$ cat config.mk
export PLATFORM = sky130hd
export DESIGN_NAME = tx_tail_seq
export DESIGN_NICKNAME = d
export VERILOG_FILES = /design/src/tx_tail_pkg.sv /design/src/tx_tail_seq.sv
export VERILOG_INCLUDE_DIRS = /design/src
export SDC_FILE = /design/constraint.sdc
export NUM_CORES = 1
export LEC_CHECK = 0
export ABC_AREA = 0
export ABC_CLOCK_PERIOD_IN_PS = 11050
export BUFFER_PORTS_ARGS = -buffer_cell sky130_fd_sc_hd__buf_2
export CORE_ASPECT_RATIO = 0.9
export CORE_MARGIN = 4
export CORE_UTILIZATION = 53
export CTS_CLUSTER_SIZE = 12
export DETAILED_ROUTE_END_ITERATION = 10
export GPL_TIMING_DRIVEN = 0
export PLACE_DENSITY = 0.75
export SLEW_MARGIN = 20
export SYNTH_ARGS = -nofsm -noshare
export SYNTH_HDL_FRONTEND = slang
export SYNTH_SLANG_ARGS = --single-unit
$ cat constraint.sdc
create_clock -name clk -period 11.05 [get_ports clk]
set_clock_uncertainty 0.1 [all_clocks]
set_input_delay 1.105 -clock clk [delete_from_list [all_inputs] [get_ports clk]]
set_output_delay 1.105 -clock clk [all_outputs]
set_load 0.01 [all_outputs]
$ cat src/tx_tail_consts.svh
// Constants for the transmit frame tail sequencer
`ifndef TX_TAIL_CONSTS_SVH
`define TX_TAIL_CONSTS_SVH
`define TX_DWORD_W   32
`define TX_CRC_POLY  32'h04c11db7
`define TX_CRC_INIT  32'hffffffff
`define TX_CRC_CYC   1
`define TX_EOF_CYC   1
`endif

$ cat src/tx_tail_pkg.sv
// Types for the transmit frame tail sequencer
package tx_tail_pkg;
   typedef enum logic [3:0] {
      prim_data  = 4'h0,
      prim_hold  = 4'h1,
      prim_holda = 4'h2,
      prim_dmat  = 4'h3,
      prim_sync  = 4'h4,
      prim_r_ok  = 4'h5,
      prim_r_err = 4'h6,
      prim_eof   = 4'h7,
      prim_wtrm  = 4'h8,
      prim_other = 4'h9
   } prim_type;

   typedef enum logic [8:0] {
      idle_state           = 9'h001,
      payload_emit_state   = 9'h002,
      peer_hold_ack_state  = 9'h004,
      local_hold_state     = 9'h008,
      checksum_emit_state  = 9'h010,
      frame_end_emit_state = 9'h020,
      wait_end_state       = 9'h040,
      comm_lost_state      = 9'h080,
      frame_abort_state    = 9'h100
   } tx_state_type;

   typedef enum logic [2:0] {
      note_good    = 3'h0,
      note_bad     = 3'h1,
      note_sync    = 3'h2,
      note_illegal = 3'h3,
      note_term    = 3'h4,
      note_lost    = 3'h5
   } note_type;

   typedef struct packed {
      prim_type kind;
      logic     decode_err;
   } rx_word_type;

   typedef struct packed {
      prim_type    kind;
      logic [31:0] data;
   } tx_word_type;
endpackage : tx_tail_pkg

$ cat src/tx_tail_seq.sv
// Link transmit frame tail sequencer: holds, CRC, EOF and end-of-frame status
// Notes on behaviour
// (RULE1) Receiver hold sends HOLDA, resumes on data
// (RULE2) Receiver hold stays on HOLD or decode error
// (RULE3) DMAT in hold: notify, terminate, go CRC
// (RULE4) Escape request from transport aborts the frame
// (RULE5) SYNC in hold/CRC/EOF: idle, illegal error
// (RULE6) Phy not ready: notify, comm lost state
// (RULE7) No data, no HOLD received: send HOLD
// (RULE8) Send hold resumes data when data returns
// (RULE9) HOLD received with data ready: receiver hold
// (RULE10) Send hold persists without data, without SYNC
// (RULE11) All data done in send hold: CRC
// (RULE12) Send frame CRC, then go to EOF
// (RULE13) Send EOF, then wait sending WTRM
// (RULE14) R_OK, R_ERR or SYNC: report, go idle
// (RULE15) Wait keeps sending WTRM on other dwords
// (RULE16) Each data dword feeds the CRC first
// (RULE17) DMAT while sending data, tp_done low: notify, terminate, go CRC
// (RULE18) Notifications are one-cycle pulses with code
`timescale 1ns/10ps
`default_nettype none
`include "tx_tail_consts.svh"

module tx_tail_seq
   import tx_tail_pkg::*;
#(
   parameter int DW = `TX_DWORD_W
)
(
   input  wire logic        clk,
   input  wire logic        rst_n,
   input  wire logic        phy_ready,
   input  wire rx_word_type rx_word,
   input  wire logic        tp_start,
   input  wire logic        tp_data_valid,
   input  wire logic [DW-1:0] tp_data,
   input  wire logic        tp_done,
   input  wire logic        tp_escape,
   output var  logic        tp_ready_r,
   output var  tx_word_type tx_word_r,
   output var  logic        note_valid_r,
   output var  note_type    note_code_r,
   output var  tx_state_type state_r
);

   if (DW != 32)
   begin : g_dw_check
      $error("tx_tail_seq serves 32-bit dwords only");
   end

   function automatic logic [31:0] crc_step(input logic [31:0] crc, input logic [31:0] d);
      logic [31:0] c;
      c = crc;
      for (int i = 31; i >= 0; i--)
      begin
         if (c[31] ^ d[i])
         begin
            c = {c[30:0], 1'b0} ^ `TX_CRC_POLY;
         end
         else
         begin
            c = {c[30:0], 1'b0};
         end
      end
      return c;
   endfunction : crc_step

   tx_state_type state_nxt;
   tx_word_type  tx_nxt;
   logic [31:0]  crc_r;
   logic [31:0]  crc_nxt;
   logic         note_nxt;
   note_type     code_nxt;
   logic         take;
   logic         rx_hold;
   logic         rx_sync;
   logic         rx_dmat;

   assign rx_hold = (rx_word.kind == prim_hold);
   assign rx_sync = (rx_word.kind == prim_sync);
   assign rx_dmat = (rx_word.kind == prim_dmat);
   assign take    = tp_ready_r && tp_data_valid;

   // Next state and notifications
   always_comb
   begin
      state_nxt = state_r;
      note_nxt  = 1'b0;
      code_nxt  = note_code_r;
      unique case (state_r)
         idle_state:
            if (tp_start && phy_ready)
               state_nxt = payload_emit_state;
         comm_lost_state:
            if (phy_ready)
               state_nxt = idle_state;
         frame_abort_state:
            if (!phy_ready)
            begin
               state_nxt = comm_lost_state;
               note_nxt  = 1'b1;
               code_nxt  = note_lost;
            end
            else if (rx_sync)
               state_nxt = idle_state;
         default:
         begin
            if (!phy_ready)
            begin
               state_nxt = comm_lost_state;  // [RULE6]
               note_nxt  = 1'b1;
               code_nxt  = note_lost;        // [RULE18]
            end
            else if (tp_escape && (state_r == payload_emit_state
                     || state_r == peer_hold_ack_state || state_r == local_hold_state))
               state_nxt = frame_abort_state;  // [RULE4]
            else if (state_r == wait_end_state)
            begin
               if (rx_word.kind inside {prim_r_ok, prim_r_err, prim_sync})
               begin
                  state_nxt = idle_state;  // [RULE14]
                  note_nxt  = 1'b1;
                  code_nxt  = rx_sync ? note_sync
                            : (rx_word.kind == prim_r_ok) ? note_good : note_bad;
               end
               else
                  state_nxt = wait_end_state;  // [RULE15]
            end
            else if (state_r == peer_hold_ack_state && rx_word.decode_err)
               state_nxt = peer_hold_ack_state;  // [RULE2]
            else if (rx_sync)
            begin
               state_nxt = idle_state;  // [RULE5]
               note_nxt  = 1'b1;
               code_nxt  = note_illegal;
            end
            else if (state_r == checksum_emit_state)
               state_nxt = frame_end_emit_state;  // [RULE12]
            else if (state_r == frame_end_emit_state)
               state_nxt = wait_end_state;  // [RULE13]
            else if (rx_dmat && state_r != payload_emit_state)
            begin
               state_nxt = checksum_emit_state;  // [RULE3]
               note_nxt  = 1'b1;
               code_nxt  = note_term;
            end
            else if (state_r == peer_hold_ack_state)
            begin
               if (!rx_hold && tp_data_valid)
                  state_nxt = payload_emit_state;  // [RULE1]
            end
            else if (tp_done)
               state_nxt = checksum_emit_state;  // [RULE11]
            else if (state_r == payload_emit_state)
            begin
               if (rx_hold)
                  state_nxt = peer_hold_ack_state;
               else if (rx_dmat)
               begin
                  state_nxt = checksum_emit_state;  // [RULE17]
                  note_nxt  = 1'b1;
                  code_nxt  = note_term;
               end
               else if (!tp_data_valid)
                  state_nxt = local_hold_state;  // [RULE7]
            end
            else if (tp_data_valid)
               state_nxt = rx_hold ? peer_hold_ack_state  // [RULE9]
                                   : payload_emit_state;  // [RULE8]
            else
               state_nxt = local_hold_state;  // [RULE10]
         end
      endcase
   end

   // Transmit word and CRC
   always_comb
   begin
      tx_nxt.kind = prim_sync;
      tx_nxt.data = '0;
      crc_nxt     = crc_r;
      if (state_r == idle_state)
         crc_nxt = `TX_CRC_INIT;
      else if (take)
         crc_nxt = crc_step(crc_r, tp_data);  // [RULE16]
      unique case (state_r)
         payload_emit_state:
            if (take)
               tx_nxt = '{kind: prim_data, data: tp_data};
            else
               tx_nxt.kind = prim_hold;
         peer_hold_ack_state:  tx_nxt.kind = prim_holda;  // [RULE1]
         local_hold_state:     tx_nxt.kind = prim_hold;   // [RULE7]
         checksum_emit_state:  tx_nxt = '{kind: prim_data, data: crc_r};  // [RULE12]
         frame_end_emit_state: tx_nxt.kind = prim_eof;    // [RULE13]
         wait_end_state:       tx_nxt.kind = prim_wtrm;   // [RULE15]
         idle_state,
         comm_lost_state,
         frame_abort_state:    tx_nxt.kind = prim_sync;
      endcase
   end

   always_ff @(posedge clk or negedge rst_n)
   begin
      if (!rst_n)
      begin
         state_r      <= idle_state;
         crc_r        <= `TX_CRC_INIT;
         tx_word_r    <= '{kind: prim_sync, data: 32'h0000_0000};
         tp_ready_r   <= 1'b0;
         note_valid_r <= 1'b0;
         note_code_r  <= note_good;
      end
      else
      begin
         state_r      <= state_nxt;
         crc_r        <= crc_nxt;
         tx_word_r    <= tx_nxt;
         tp_ready_r   <= (state_nxt == payload_emit_state);
         note_valid_r <= note_nxt;  // [RULE18]
         note_code_r  <= code_nxt;
      end
   end

   logic live;
   assign live = phy_ready && !tp_escape;

   property p_holda;
      @(posedge clk) disable iff (!rst_n)
      state_r == peer_hold_ack_state |=> tx_word_r.kind == prim_holda;
   endproperty
   a_holda: assert property (p_holda) else $error("HOLDA not sent in receiver hold"); // [RULE1]

   property p_peer_stay;
      @(posedge clk) disable iff (!rst_n)
      state_r == peer_hold_ack_state && live && (rx_hold || rx_word.decode_err)
      |=> state_r == peer_hold_ack_state;
   endproperty
   a_peer_stay: assert property (p_peer_stay) else $error("Receiver hold left early"); // [RULE2]

   property p_dmat;
      @(posedge clk) disable iff (!rst_n)
      (state_r == local_hold_state
       || (state_r == peer_hold_ack_state && !rx_word.decode_err)) && live && rx_dmat
      |=> state_r == checksum_emit_state && note_valid_r && note_code_r == note_term;
   endproperty
   a_dmat: assert property (p_dmat) else $error("DMAT in hold not handled"); // [RULE3]

   property p_escape;
      @(posedge clk) disable iff (!rst_n)
      phy_ready && tp_escape && (state_r == payload_emit_state
         || state_r == local_hold_state || state_r == peer_hold_ack_state)
      |=> state_r == frame_abort_state ##1 tx_word_r.kind == prim_sync;
   endproperty
   a_escape: assert property (p_escape) else $error("Escape not taken"); // [RULE4]

   property p_sync;
      @(posedge clk) disable iff (!rst_n)
      phy_ready && rx_sync && !rx_word.decode_err && ((!tp_escape
         && (state_r == local_hold_state || state_r == peer_hold_ack_state))
         || state_r == checksum_emit_state || state_r == frame_end_emit_state)
      |=> state_r == idle_state && note_valid_r && note_code_r == note_illegal;
   endproperty
   a_sync: assert property (p_sync) else $error("SYNC not reported as illegal"); // [RULE5]

   property p_lost;
      @(posedge clk) disable iff (!rst_n)
      !phy_ready && !(state_r inside {idle_state, comm_lost_state})
      |=> state_r == comm_lost_state && note_valid_r && note_code_r == note_lost;
   endproperty
   a_lost: assert property (p_lost) else $error("Phy loss not handled"); // [RULE6]

   property p_send_hold;
      @(posedge clk) disable iff (!rst_n)
      state_r == payload_emit_state && live && !tp_done && !tp_data_valid
      && rx_word.kind inside {prim_data, prim_other, prim_r_ok}
      |=> state_r == local_hold_state ##1 tx_word_r.kind == prim_hold;
   endproperty
   a_send_hold: assert property (p_send_hold) else $error("Send hold not entered"); // [RULE7]

   property p_resume;
      @(posedge clk) disable iff (!rst_n)
      state_r == local_hold_state && live && !tp_done && tp_data_valid
      && rx_word.kind inside {prim_data, prim_other, prim_holda}
      |=> state_r == payload_emit_state && tp_ready_r;
   endproperty
   a_resume: assert property (p_resume) else $error("Send hold did not resume"); // [RULE8]

   property p_to_peer;
      @(posedge clk) disable iff (!rst_n)
      state_r == local_hold_state && live && !tp_done && tp_data_valid && rx_hold
      |=> state_r == peer_hold_ack_state ##1 tx_word_r.kind == prim_holda;
   endproperty
   a_to_peer: assert property (p_to_peer) else $error("HOLD not acknowledged"); // [RULE9]

   property p_crc_out;
      @(posedge clk) disable iff (!rst_n)
      state_r == checksum_emit_state && phy_ready && !rx_sync
      |=> state_r == frame_end_emit_state && tx_word_r.kind == prim_data
          && tx_word_r.data == $past(crc_r) ##1 tx_word_r.kind == prim_eof;
   endproperty
   a_crc_out: assert property (p_crc_out) else $error("CRC not followed by EOF"); // [RULE12]

   property p_eof_out;
      @(posedge clk) disable iff (!rst_n)
      state_r == frame_end_emit_state && phy_ready && !rx_sync
      |=> state_r == wait_end_state ##1 tx_word_r.kind == prim_wtrm;
   endproperty
   a_eof_out: assert property (p_eof_out) else $error("EOF not followed by wait"); // [RULE13]

   property p_good;
      @(posedge clk) disable iff (!rst_n)
      state_r == wait_end_state && phy_ready && rx_word.kind == prim_r_ok
      |=> state_r == idle_state && note_valid_r && note_code_r == note_good;
   endproperty
   a_good: assert property (p_good) else $error("Good status not reported"); // [RULE14]

   property p_crc_feed;
      @(posedge clk) disable iff (!rst_n)
      take && state_r == payload_emit_state
      |=> crc_r == crc_step($past(crc_r), $past(tp_data)) && tx_word_r.data == $past(tp_data);
   endproperty
   a_crc_feed: assert property (p_crc_feed) else $error("Dword not fed to CRC"); // [RULE16]

endmodule : tx_tail_seq

`default_nettype wire
==> out/metrics.cfg, run 1 <==
[logic_synthesis]
synthArstFlopShare=1.00
synth_warnings=0
synth_top_family_by_area=XOR/XNOR gates
synth_cells=568
synth.most_common_cell=xnor2_1
synth-compound-area-share=0.100
synth_area_per_cell_sq_um=11.4
ys_seq_area_frac=0.324
muxShareOfSynthArea=0
synthDistinctLibCells=50
synth_commonest_cells=xnor2_1 (162), dfrtp_1 (48), xor2_1 (44)
synth_largest_area_cell=xnor2_1
synth.top_cells.by_area=xnor2_1 (22%), dfrtp_1 (19%), dfstp_2 (14%)
ys_seq_elements=82
synth_fa_ha_area_frac=0
synth_edf_count=0
synth_top_area_frac=0.220
syn-num-nets=612
synth_simple_gate_area_frac=0.0843
synthFlopType=dfrtp_1
synth-xor-area-share=0.477
syn_area_sq_mm=0.00646

[grt]
grt_usage=0.261
grt_pass1_vias=4718
antenna_found_initial=0
grt_overflow=0
grt_pass1_wl_um=27800
grt_max_degree=46

[cts]
cts_resized=0
clk_latency_ns=0.34
h-tree-depth=3
clock-sinks=82
path_clk_slew_ns=0.06
cts_hold_buf=0
cts_tree=yes
cts_buffers=9
clock_path_buffers=2
cts-root-buf=clkbuf_16
post_cts_buffers=0

[floorplan]
die-area_sq_mm=0.0140
ios=94
rows=37
core_area_sq_mm=0.0117
die_w_um=124
initial_core_util=0.554
fp.dieH_um=113

[final_layout]
fill_cells=1006
multiInputGateArea_sq_mm=0.00427
post-route-util=0.637
ff_latch_area_sq_mm=0.00209
antennaDiodeCount=0
drive_gt1_frac=0.271
layout.nets=717
fin_cells=834
syn_to_final_growth_pct=15.0

[setup_path]
reg2reg_depth=10
slowest_stage=xnor2_1
crit_top_cell=xnor2_1
r2r-start=crc_r[23]$_DFFE_PN1P_
cp.required_ns=11.20
cp-start-kind=primary input
crit_arrival_ns=5.30
crit_path_end_kind=flip-flop
crit_fanout=5
path_cells=buf_2, xnor2_1, xnor3_2, xor2_2, xor3_2, xnor3_1, xnor3_4, xnor2_4, xor2_1, xnor2_1, o211ai_2
crit_path_max_incr_delay_ns=0.78
critPathKind=in2reg
r2r_slack_ns=6.40
r2r-end=crc_r[24]$_DFFE_PN1P_

[timing]
min_period_over_period=0.466
fin_tns_setup_ns=0
worst_pin_slew_ns=0.986
finalHoldViolations=0
rsz0062_at_grt=false
slew_headroom=0.338
maxSlewViolCount=0
clock.fmax_ghz=0.194
setup_viol=0
min_period_ns=5.15

[drt]
drcViolationCount=0
drt_wl_total_um=17900
detail_route.vias_per_cell=5.61
dr.pass1.iters=5
post_drt_wl_per_cell_um=21.5
via_count=4677
antenna_left=0
drt_iter0_markers=372

[hold_path]
min_path_type=reg2reg
hp-start=note_code_r[2]$_DFFE_PN0P_
hold_depth=1
min_delay_worst_endpoint=note_code_r[2]$_DFFE_PN0P_

[placement]
dp_hpwl_um=14400
port_buffers=93
placed_cells=818
gp_congestion=0.948

[status]
status=finished clean

[job]
drv_cap=0

## metrics by stage
stage	hold WS (ns)	area, sq um	setup WS, ns
after floorplan	0.392	6460	6.47
after global routing	0.444	7430	5.82
after detailed placement	0.384	7140	5.59
after global placement	0.374	7120	5.63
after CTS	0.396	7430	5.91
final	0.394	7430	5.90
## flip-flops by register name (all words and copies together), names as in the netlist
signal        flops
tx_word_r        36
crc_r            32
state_r           9
note_code_r       3
note_valid_r      1
tp_ready_r        1
## cell type report
type,count,share of cell area
Multi-Input combinational cell,465,0.575
Sequential cell,82,0.282
Timing Repair Buffer,94,0.0657
Clock buffer,10,0.0322
Tap cell,156,0.0263
Buffer,17,0.0106
Clock inverter,6,0.00640
Inverter,4,0.00202
## worst max path at each step
stage	slack [ns]	from	cells after the start	end
6_report	5.90	tp_data[23]	11	crc_r[24]$_DFFE_PN1P_
5_1_grt	5.82	tp_data[23]	11	crc_r[24]$_DFFE_PN1P_
3_5_place_dp	5.59	tp_data[23]	11	crc_r[24]$_DFFE_PN1P_
3_3_place_gp	5.63	tp_data[23]	11	crc_r[7]$_DFFE_PN1P_
4_1_cts	5.91	tp_data[23]	11	crc_r[24]$_DFFE_PN1P_
2_1_floorplan	6.47	tp_data[31]	10	crc_r[5]$_DFFE_PN1P_
## placed cells by master (no fill, tap or decap), drive strengths merged, types with 2 or more instances in the layout
cell           n
dlygate4sd1    3
nor3          15
xor3           6
o21a           2
a22o          32
o22ai          2
xnor3         26
o21ai         15
xor2          48
nor3b          2
a21oi         19
inv            6
nand3          8
nor2          22
o211ai        12
clkbuf        23
nand3b         8
nor4b          4
buf           95
dfstp         34
xnor2        185
dfrtp         48
nand2         35
and3b          2
and2           4
clkinv         3
nand4          3
a31oi          2
## logic make-up (layout without fill, tap and decap cells)
logic type / after synthesis / after routing
xor+xnor: 265 / 265
simple gates: 109 / 109
buf+inv: 21 / 131
flops: 82 / 82
compound gates: 91 / 91
## routing by layer
layer | vias to the layer above | share of wire | GRT usage
li1 | 2158 | - | -
met2 | 159 | 0.47 | 0.415
met4 | 0 | 0.016 | 0.0628
met1 | 2342 | 0.46 | 0.372
met3 | 18 | 0.056 | 0.0491
met5 | - | 0 | 0
## critical path, delay by kind of cell
| kind | cells | cell delay (ns) |
|---|---|---|
| xor gates and xnor gates | 9 | 3.96 |
| AOI/OAI and AO/OA | 1 | 0.10 |
| buffers and inverters | 1 | 0.11 |
Power of run 1 is not shown: default switching activity piles up to over one toggle a cycle in this logic, so the estimate is an artifact.
==> inputs of run 2 (changes only) <==
--- a/config.mk
+++ b/config.mk
@@ -6,8 +6,8 @@
 export SDC_FILE = /design/constraint.sdc
 export NUM_CORES = 1
 export LEC_CHECK = 0
-export ABC_AREA = 0
-export ABC_CLOCK_PERIOD_IN_PS = 11050
+export ABC_AREA = 1
+export ABC_CLOCK_PERIOD_IN_PS = 4800
 export BUFFER_PORTS_ARGS = -buffer_cell sky130_fd_sc_hd__buf_2
 export CORE_ASPECT_RATIO = 0.9
 export CORE_MARGIN = 4
@@ -15,7 +15,7 @@
 export CTS_CLUSTER_SIZE = 12
 export DETAILED_ROUTE_END_ITERATION = 10
 export GPL_TIMING_DRIVEN = 0
-export PLACE_DENSITY = 0.75
+export PLACE_DENSITY = 0.73
 export SLEW_MARGIN = 20
 export SYNTH_ARGS = -nofsm -noshare
 export SYNTH_HDL_FRONTEND = slang
==> constraint.sdc (replaced) <==
create_clock -name clk -period 4.8 [get_ports clk]
set_clock_uncertainty 0.1 [all_clocks]
set_input_delay 0.48 -clock clk [delete_from_list [all_inputs] [get_ports clk]]
set_output_delay 0.48 -clock clk [all_outputs]
set_load 0.01 [all_outputs]
==> run 2 against run 1 <==
Core utilization fell by 1.9 points. Via count rose by 110%. Design area rose by 30%. Critical endpoint is now crc_r[22]$_DFFE_PN1P_. Sequential share of layout area fell by 6.5 points.
==> out/metrics.cfg, run 2 <==
[status]
status=finished clean

[cts]
clk_latency_ns=0.34  ; about the same
h-tree-depth=3  ; unchanged
clock-sinks=82  ; unchanged
cts_buffers=9  ; unchanged
clock_path_buffers=2  ; unchanged
cts-root-buf=clkbuf_16
cts_tree=yes
path_clk_slew_ns=0.07  ; about the same

[drt]
drcViolationCount=0  ; unchanged
wl_met2_um=13200  ; +57%
post_drt_wl_per_cell_um=17.6  ; -18%
antenna_left=0  ; unchanged
dr.pass1.iters=6  ; +1
detail_route.vias_per_cell=5.63  ; +0.42%
highest_layer=met4
drt_wl_total_um=30100  ; +68%
m1WireLength_um=12900  ; +58%
drt_iter0_markers=1141  ; +210%
met3_length_um=3060  ; +210%
via_count=9635  ; +110%

[timing]
setup_viol=0  ; unchanged
min_period_over_period=0.768
slew_headroom=0.302  ; -0.0357
clock.fmax_ghz=0.271
finalHoldViolations=0  ; unchanged
maxSlewViolCount=0  ; unchanged
rsz0062_at_grt=false
worst_pin_slew_ns=1.04  ; +0.0511 ns
min_period_ns=3.69
fin_tns_setup_ns=0  ; unchanged

[logic_synthesis]
synthFlopType=dfrtp_1
synth_warnings=0  ; unchanged
synth_largest_area_cell=nand2_1
synth_cells=1397  ; +150%
syn-num-nets=1441  ; +140%
synth.top_cells.by_area=nand2_1 (26%), dfrtp_1 (14%), dfstp_2 (10%)
synth.most_common_cell=nand2_1
synthDistinctLibCells=45  ; -10%
synth_edf_count=0  ; unchanged
synthArstFlopShare=1.00  ; unchanged
synth_commonest_cells=nand2_1 (588), nand3_1 (164), inv_1 (143)
ys_seq_elements=82  ; unchanged
ys_seq_area_frac=0.244  ; -0.0807
synth_area_per_cell_sq_um=6.15  ; -46%
syn_area_sq_mm=0.00860  ; +33%
synth_top_area_frac=0.257  ; +0.0370

[setup_path]
r2r-end=crc_r[22]$_DFFE_PN1P_
path_cells=nand2_1, nand2_4, nand2_2, nand2_1, nand2_1, nand2_1, nand3_1, nand2_4, inv_2, nand2_1, nand3_1, nand2_1, nand2_1, nand2_2, nand2_1, nand3_1, nand2_2, nor2_2, nand3_1, nand3_1, o21ai_0
critPathKind=reg2reg
crit_arrival_ns=3.84  ; -1.46 ns
crit_fanout=10  ; +5
crit_path_max_incr_delay_ns=0.57  ; -0.21 ns
r2r-start=crc_r[31]$_DFFE_PN1P_
crit_path_end_kind=flip-flop
cp-start-kind=flip-flop
reg2reg_depth=21  ; +11
slowest_stage=dfstp_2
cp.required_ns=4.96  ; -6.24 ns
crit_top_cell=nand2_1
critPathTopFamily=simple AND/OR/NAND/NOR gates
r2r_slack_ns=1.11  ; -5.29 ns
cp_num_buf_inv=1  ; unchanged

[hold_path]
hp-start=phy_ready
min_path_type=in2reg
min_delay_worst_endpoint=state_r[7]$_DFF_PN0_
hold_depth=2  ; +1

[final_layout]
largest_register=tx_word_r
ff_latch_area_sq_mm=0.00209  ; unchanged
syn_to_final_growth_pct=12.5
fill_cells=1524  ; +51%
largest_reg_flops=36  ; unchanged
drive_gt1_frac=0.183  ; -0.0884
multiInputGateArea_sq_mm=0.00575  ; +35%
top_regs=tx_word_r: 36 flops, crc_r: 32 flops, state_r: 9 flops
final_cell_mix=nand2_1 (588), nand3_1 (164), inv_1 (143), buf_2 (93), xor2_1 (76)
mostFrequentLayoutCell=nand2_1
layout.nets=1547  ; +120%

[placement]
gp_congestion=1.01  ; +6.2%
dp_hpwl_um=24300  ; +69%
port_buffers=93  ; unchanged

[floorplan]
rows=43  ; +16%
die-area_sq_mm=0.0183  ; +31%
fp.dieH_um=129  ; +14%
die_w_um=142  ; +14%
core_area_sq_mm=0.0157  ; +34%
initial_core_util=0.549  ; -0.00452
ios=94  ; unchanged

[grt]
antenna_found_initial=1  ; +1
grt_usage=0.328  ; +0.0670
grt_overflow=0  ; unchanged
grt_pass1_wl_um=46600  ; +68%
grt_max_degree=61  ; +33%
grt_pass1_vias=8671  ; +84%

[job]
drv_cap=0  ; unchanged

==> run 2: changes by cell type after synthesis, moves of 17 or more <==
cell / before / now
xnor2_1: 162 / 19
nand2_2: 0 / 57
inv_2: 0 / 26
a22o_1: 31 / 0
xnor3_1: 18 / 1
o32ai_1: 0 / 26
xor2_1: 44 / 76
nand2_1: 35 / 588
nand2_4: 0 / 22
inv_1: 4 / 143
nor2_1: 22 / 43
nand3_1: 8 / 164
==> run 2: area by class of cell <==
class                   count  share of cell area
repair buffers             95              0.0523
multi-input cells        1121               0.594
well taps                 202              0.0261
flip-flops and latches     82               0.217
inverters                 174              0.0683
diodes                      1            0.000259
plain buffers              20              0.0106
clock inverters             7             0.00841
clock buffers               9              0.0233
==> run 2: cells by family (layout without fill, tap and decap cells) <==
group           after synthesis  after routing  synth area share
simple gates                918            918             0.479
buf+inv                     194            305            0.0888
xor+xnor                    102            102             0.112
compound gates              101            101            0.0770
flops                        82             82             0.244
other cells                   0              1                 0
==> run 2: per-stage QoR <==
stage	hold slack [ns]	utilization	area (sq um)	cells	worst slack, ns
global route	0.262	0.618	9670	1711	0.883
global placement	0.369	0.595	9320	1692	1.12
detailed placement	0.299	0.597	9350	1693	1.08
CTS	0.257	0.618	9670	1710	1.19
floorplan	0.0844	-	8600	1397	2.03
finish	0.260	0.618	9670	1711	1.11
==> run 2: worst reg2reg max path: stages, from the launching register on <==
cell	delay [ns]
dfstp_2	0.57
nand2_1	0.10
nand2_4	0.17
nand2_2	0.11
nand2_1	0.12
nand2_1	0.05
nand2_1	0.22
nand3_1	0.24
nand2_4	0.20
inv_2	0.08
nand2_1	0.08
nand3_1	0.10
nand2_1	0.15
nand2_1	0.16
nand2_2	0.21
nand2_1	0.10
nand3_1	0.09
nand2_2	0.12
nor2_2	0.25
nand3_1	0.11
nand3_1	0.17
o21ai_0	0.12
==> run 2: how the worst max path moves through the flow <==
| stage | cells past startpoint | startpoint | slack (ns) | end |
|---|---|---|---|---|
| after global placement | 23 | tp_data[31] | 1.12 | crc_r[22]$_DFFE_PN1P_ |
| after global routing | 21 | crc_r[31]$_DFFE_PN1P_ | 0.88 | crc_r[26]$_DFFE_PN1P_ |
| final | 21 | crc_r[31]$_DFFE_PN1P_ | 1.11 | crc_r[22]$_DFFE_PN1P_ |
| after floorplan | 24 | tp_data[31] | 2.03 | crc_r[5]$_DFFE_PN1P_ |
| after detailed placement | 23 | tp_data[31] | 1.08 | crc_r[22]$_DFFE_PN1P_ |
| after CTS | 21 | crc_r[31]$_DFFE_PN1P_ | 1.19 | crc_r[22]$_DFFE_PN1P_ |
==> run 2: what timing repair did <==
action,4_1_cts,5_1_grt
hold buffers,1,0
hold endpoints to repair,20,0
setup buffers,0,0
resized for setup,0,0
==> run 2: metal layers <==
metal,global-route usage,up-vias
li1,-,4656
met1,0.462,4431
met2,0.516,493
met3,0.0669,55
met4,0.0847,0
met5,0,-
Power of run 2 is left out for the same reason.
==> inputs of run 3 (changes only) <==
--- a/config.mk
+++ b/config.mk
@@ -7,7 +7,7 @@
 export NUM_CORES = 1
 export LEC_CHECK = 0
 export ABC_AREA = 1
-export ABC_CLOCK_PERIOD_IN_PS = 4800
+export ABC_CLOCK_PERIOD_IN_PS = 3900
 export BUFFER_PORTS_ARGS = -buffer_cell sky130_fd_sc_hd__buf_2
 export CORE_ASPECT_RATIO = 0.9
 export CORE_MARGIN = 4
==> constraint.sdc (replaced) <==
create_clock -name clk -period 3.9 [get_ports clk]
set_clock_uncertainty 0.1 [all_clocks]
set_input_delay 0.39 -clock clk [delete_from_list [all_inputs] [get_ports clk]]
set_output_delay 0.39 -clock clk [all_outputs]
set_load 0.01 [all_outputs]
==> run 3 against run 2 <==
Sequential cell count is the same. Core utilization grew 0.064 points. Non-clock buffer count is the same. Routed wire length shrank 0.23%. Final cell count is the same. Critical path depth grew 4. Setup slack lost 0.88 ns. Design area grew 0.10%. Register-to-register slack lost 0.88 ns. Critical path type unchanged. Critical endpoint is now crc_r[24]$_DFFE_PN1P_. Highest routed layer unchanged.
==> out/metrics.cfg, run 3 (synthesis gave the netlist of run 2 again) <==
[cts]
h-tree-depth=3  ; unchanged
path_clk_slew_ns=0.07  ; about the same
clk_latency_ns=0.34  ; about the same
cts-root-buf=clkbuf_16
clock-sinks=82  ; unchanged
cts_buffers=9  ; unchanged
post_cts_buffers=0  ; unchanged
cts_tree=yes
clock_path_buffers=2  ; unchanged

[final_layout]
mostFrequentLayoutCell=nand2_1
layout.nets=1547  ; unchanged
drive_gt1_frac=0.183  ; unchanged
largest_register=tx_word_r
top_regs=tx_word_r: 36 flops, crc_r: 32 flops, state_r: 9 flops
fill_cells=1523  ; -0.066%
syn_to_final_growth_pct=12.6
largest_reg_flops=36  ; unchanged
final_cell_mix=nand2_1 (588), nand3_1 (164), inv_1 (143), buf_2 (93), xor2_1 (76)
post-route-util=0.618  ; +0.000640

[setup_path]
path_depth=25  ; +19%
r2r_slack_ns=0.24  ; -0.88 ns
cp.required_ns=4.06  ; -0.90 ns
cp-start-kind=flip-flop
critPathTopFamily=simple AND/OR/NAND/NOR gates
critPathKind=reg2reg
crit_top_cell=nand2_1
crit_path_max_incr_delay_ns=0.56  ; about the same
reg2reg_depth=25  ; +19%
r2r-end=crc_r[24]$_DFFE_PN1P_
endpoint=crc_r[24]$_DFFE_PN1P_
crit_arrival_ns=3.82  ; -0.02 ns
r2r-start=crc_r[30]$_DFFE_PN1P_
cp-startpoint=crc_r[30]$_DFFE_PN1P_
crit_path_end_kind=flip-flop
cp_num_buf_inv=4  ; +3
crit_fanout=9  ; -1
slowest_stage=dfstp_2

[drt]
dr.pass1.iters=6  ; unchanged
drt_wl_total_um=30000  ; -0.23%
drt_iter0_markers=1115  ; -2.3%
detail_route.vias_per_cell=5.68  ; +0.91%
via_count=9723  ; +0.91%
drcViolationCount=0  ; unchanged
post_drt_wl_per_cell_um=17.5  ; -0.23%
antenna_left=0  ; unchanged

[floorplan]
fp.dieH_um=129  ; unchanged
die-area_sq_mm=0.0183  ; unchanged
ios=94  ; unchanged
initial_core_util=0.549  ; unchanged
die_w_um=142  ; unchanged
core_area_sq_mm=0.0157  ; unchanged
rows=43  ; unchanged

[timing]
min_period_ns=3.66  ; -0.0249 ns
rsz0062_at_grt=false
worst_pin_slew_ns=1.06  ; +0.0224 ns
slew_headroom=0.287  ; -0.0151
setup_viol=0  ; unchanged
clock.fmax_ghz=0.273  ; +0.68%
hold_ws_ns=0.173  ; -0.0870 ns
finalHoldViolations=0  ; unchanged
min_period_over_period=0.939  ; +0.171
maxSlewViolCount=0  ; unchanged
fin_tns_setup_ns=0  ; unchanged

[grt]
grt_overflow=0  ; unchanged
grt_usage=0.328  ; unchanged
antenna_found_initial=1  ; unchanged
grt_pass1_vias=8671  ; unchanged
grt_pass1_wl_um=46600  ; unchanged
grt_max_degree=61  ; unchanged

[hold_path]
min_path_type=in2reg

[placement]
port_buffers=93  ; unchanged
dp_hpwl_um=24300  ; unchanged
gp_congestion=1.01  ; unchanged

[job]
drv_cap=0  ; unchanged

[status]
status=finished clean

-- run 3: per-layer routing --
layer / part of all wire / routed length (um) / up-vias / track usage
li1: - / - / 4651 / -
met3: 0.11 / 3310 / 68 / 0.0669
met4: 0.031 / 927 / 0 / 0.0847
met2: 0.44 / 13200 / 531 / 0.516
met1: 0.42 / 12600 / 4473 / 0.462
met5: 0 / 0 / - / 0
-- run 3: worst register-to-register path, stage by stage (launching register included) --
cell     delay, ns
dfstp_2       0.56
inv_2         0.05
nand2_1       0.07
nand2_2       0.20
nand2_2       0.16
nand2_4       0.12
inv_2         0.13
nand3_2       0.11
nand2_4       0.15
nand2_1       0.09
nand2_1       0.06
nand2_1       0.11
nand2_4       0.16
nand3_1       0.21
nand2_2       0.18
nand2_1       0.06
nand2_1       0.08
nand2_1       0.09
nand2_4       0.15
nand3_1       0.13
nand2_1       0.17
inv_2         0.06
nand2_1       0.06
nand3_1       0.14
o21ai_1       0.13
inv_1         0.07
-- run 3: worst min-delay path by stage --
stage / startpoint / endpoint / slack, ns / cells past startpoint
2_1_floorplan: rst_n / note_code_r[0]$_DFFE_PN0P_ / -0.006 / 0
4_1_cts: phy_ready / state_r[7]$_DFF_PN0_ / 0.17 / 2
5_1_grt: phy_ready / state_r[7]$_DFF_PN0_ / 0.17 / 2
6_report: phy_ready / state_r[7]$_DFF_PN0_ / 0.17 / 2
3_5_place_dp: rst_n / tx_word_r[21]$_DFF_PN0_ / 0.21 / 1
3_3_place_gp: note_code_r[0]$_DFFE_PN0P_ / note_code_r[0]$_DFFE_PN0P_ / 0.37 / 2
-- run 3: what timing repair did --
action	4_1_cts	5_1_grt
endpoints found under the hold margin	20	0
gates resized for setup	0	2
hold buffers	1	0
endpoints found under the setup margin	0	2
-- run 3: metrics by stage --
stage	cell area (sq um)	cells	worst slack, ns
floorplan	8600	1397	1.13
global placement	9320	1692	0.309
detailed placement	9350	1693	0.266
CTS	9670	1710	0.290
global route	9680	1711	0.00585
finish	9680	1711	0.238
-- run 3: area by class of cell --
cell class | instances | area, sq um | area share
repair buffers | 95 | 505 | 0.0522
clock inverters | 7 | 81.3 | 0.00840
well taps | 202 | 253 | 0.0261
clock buffers | 9 | 225 | 0.0233
multi-input cells | 1121 | 5760 | 0.595
flip-flops and latches | 82 | 2090 | 0.216
inverters | 174 | 661 | 0.0682
diodes | 1 | 2.50 | 0.000258
plain buffers | 20 | 103 | 0.0106
Power of run 3 is left out for the same reason.
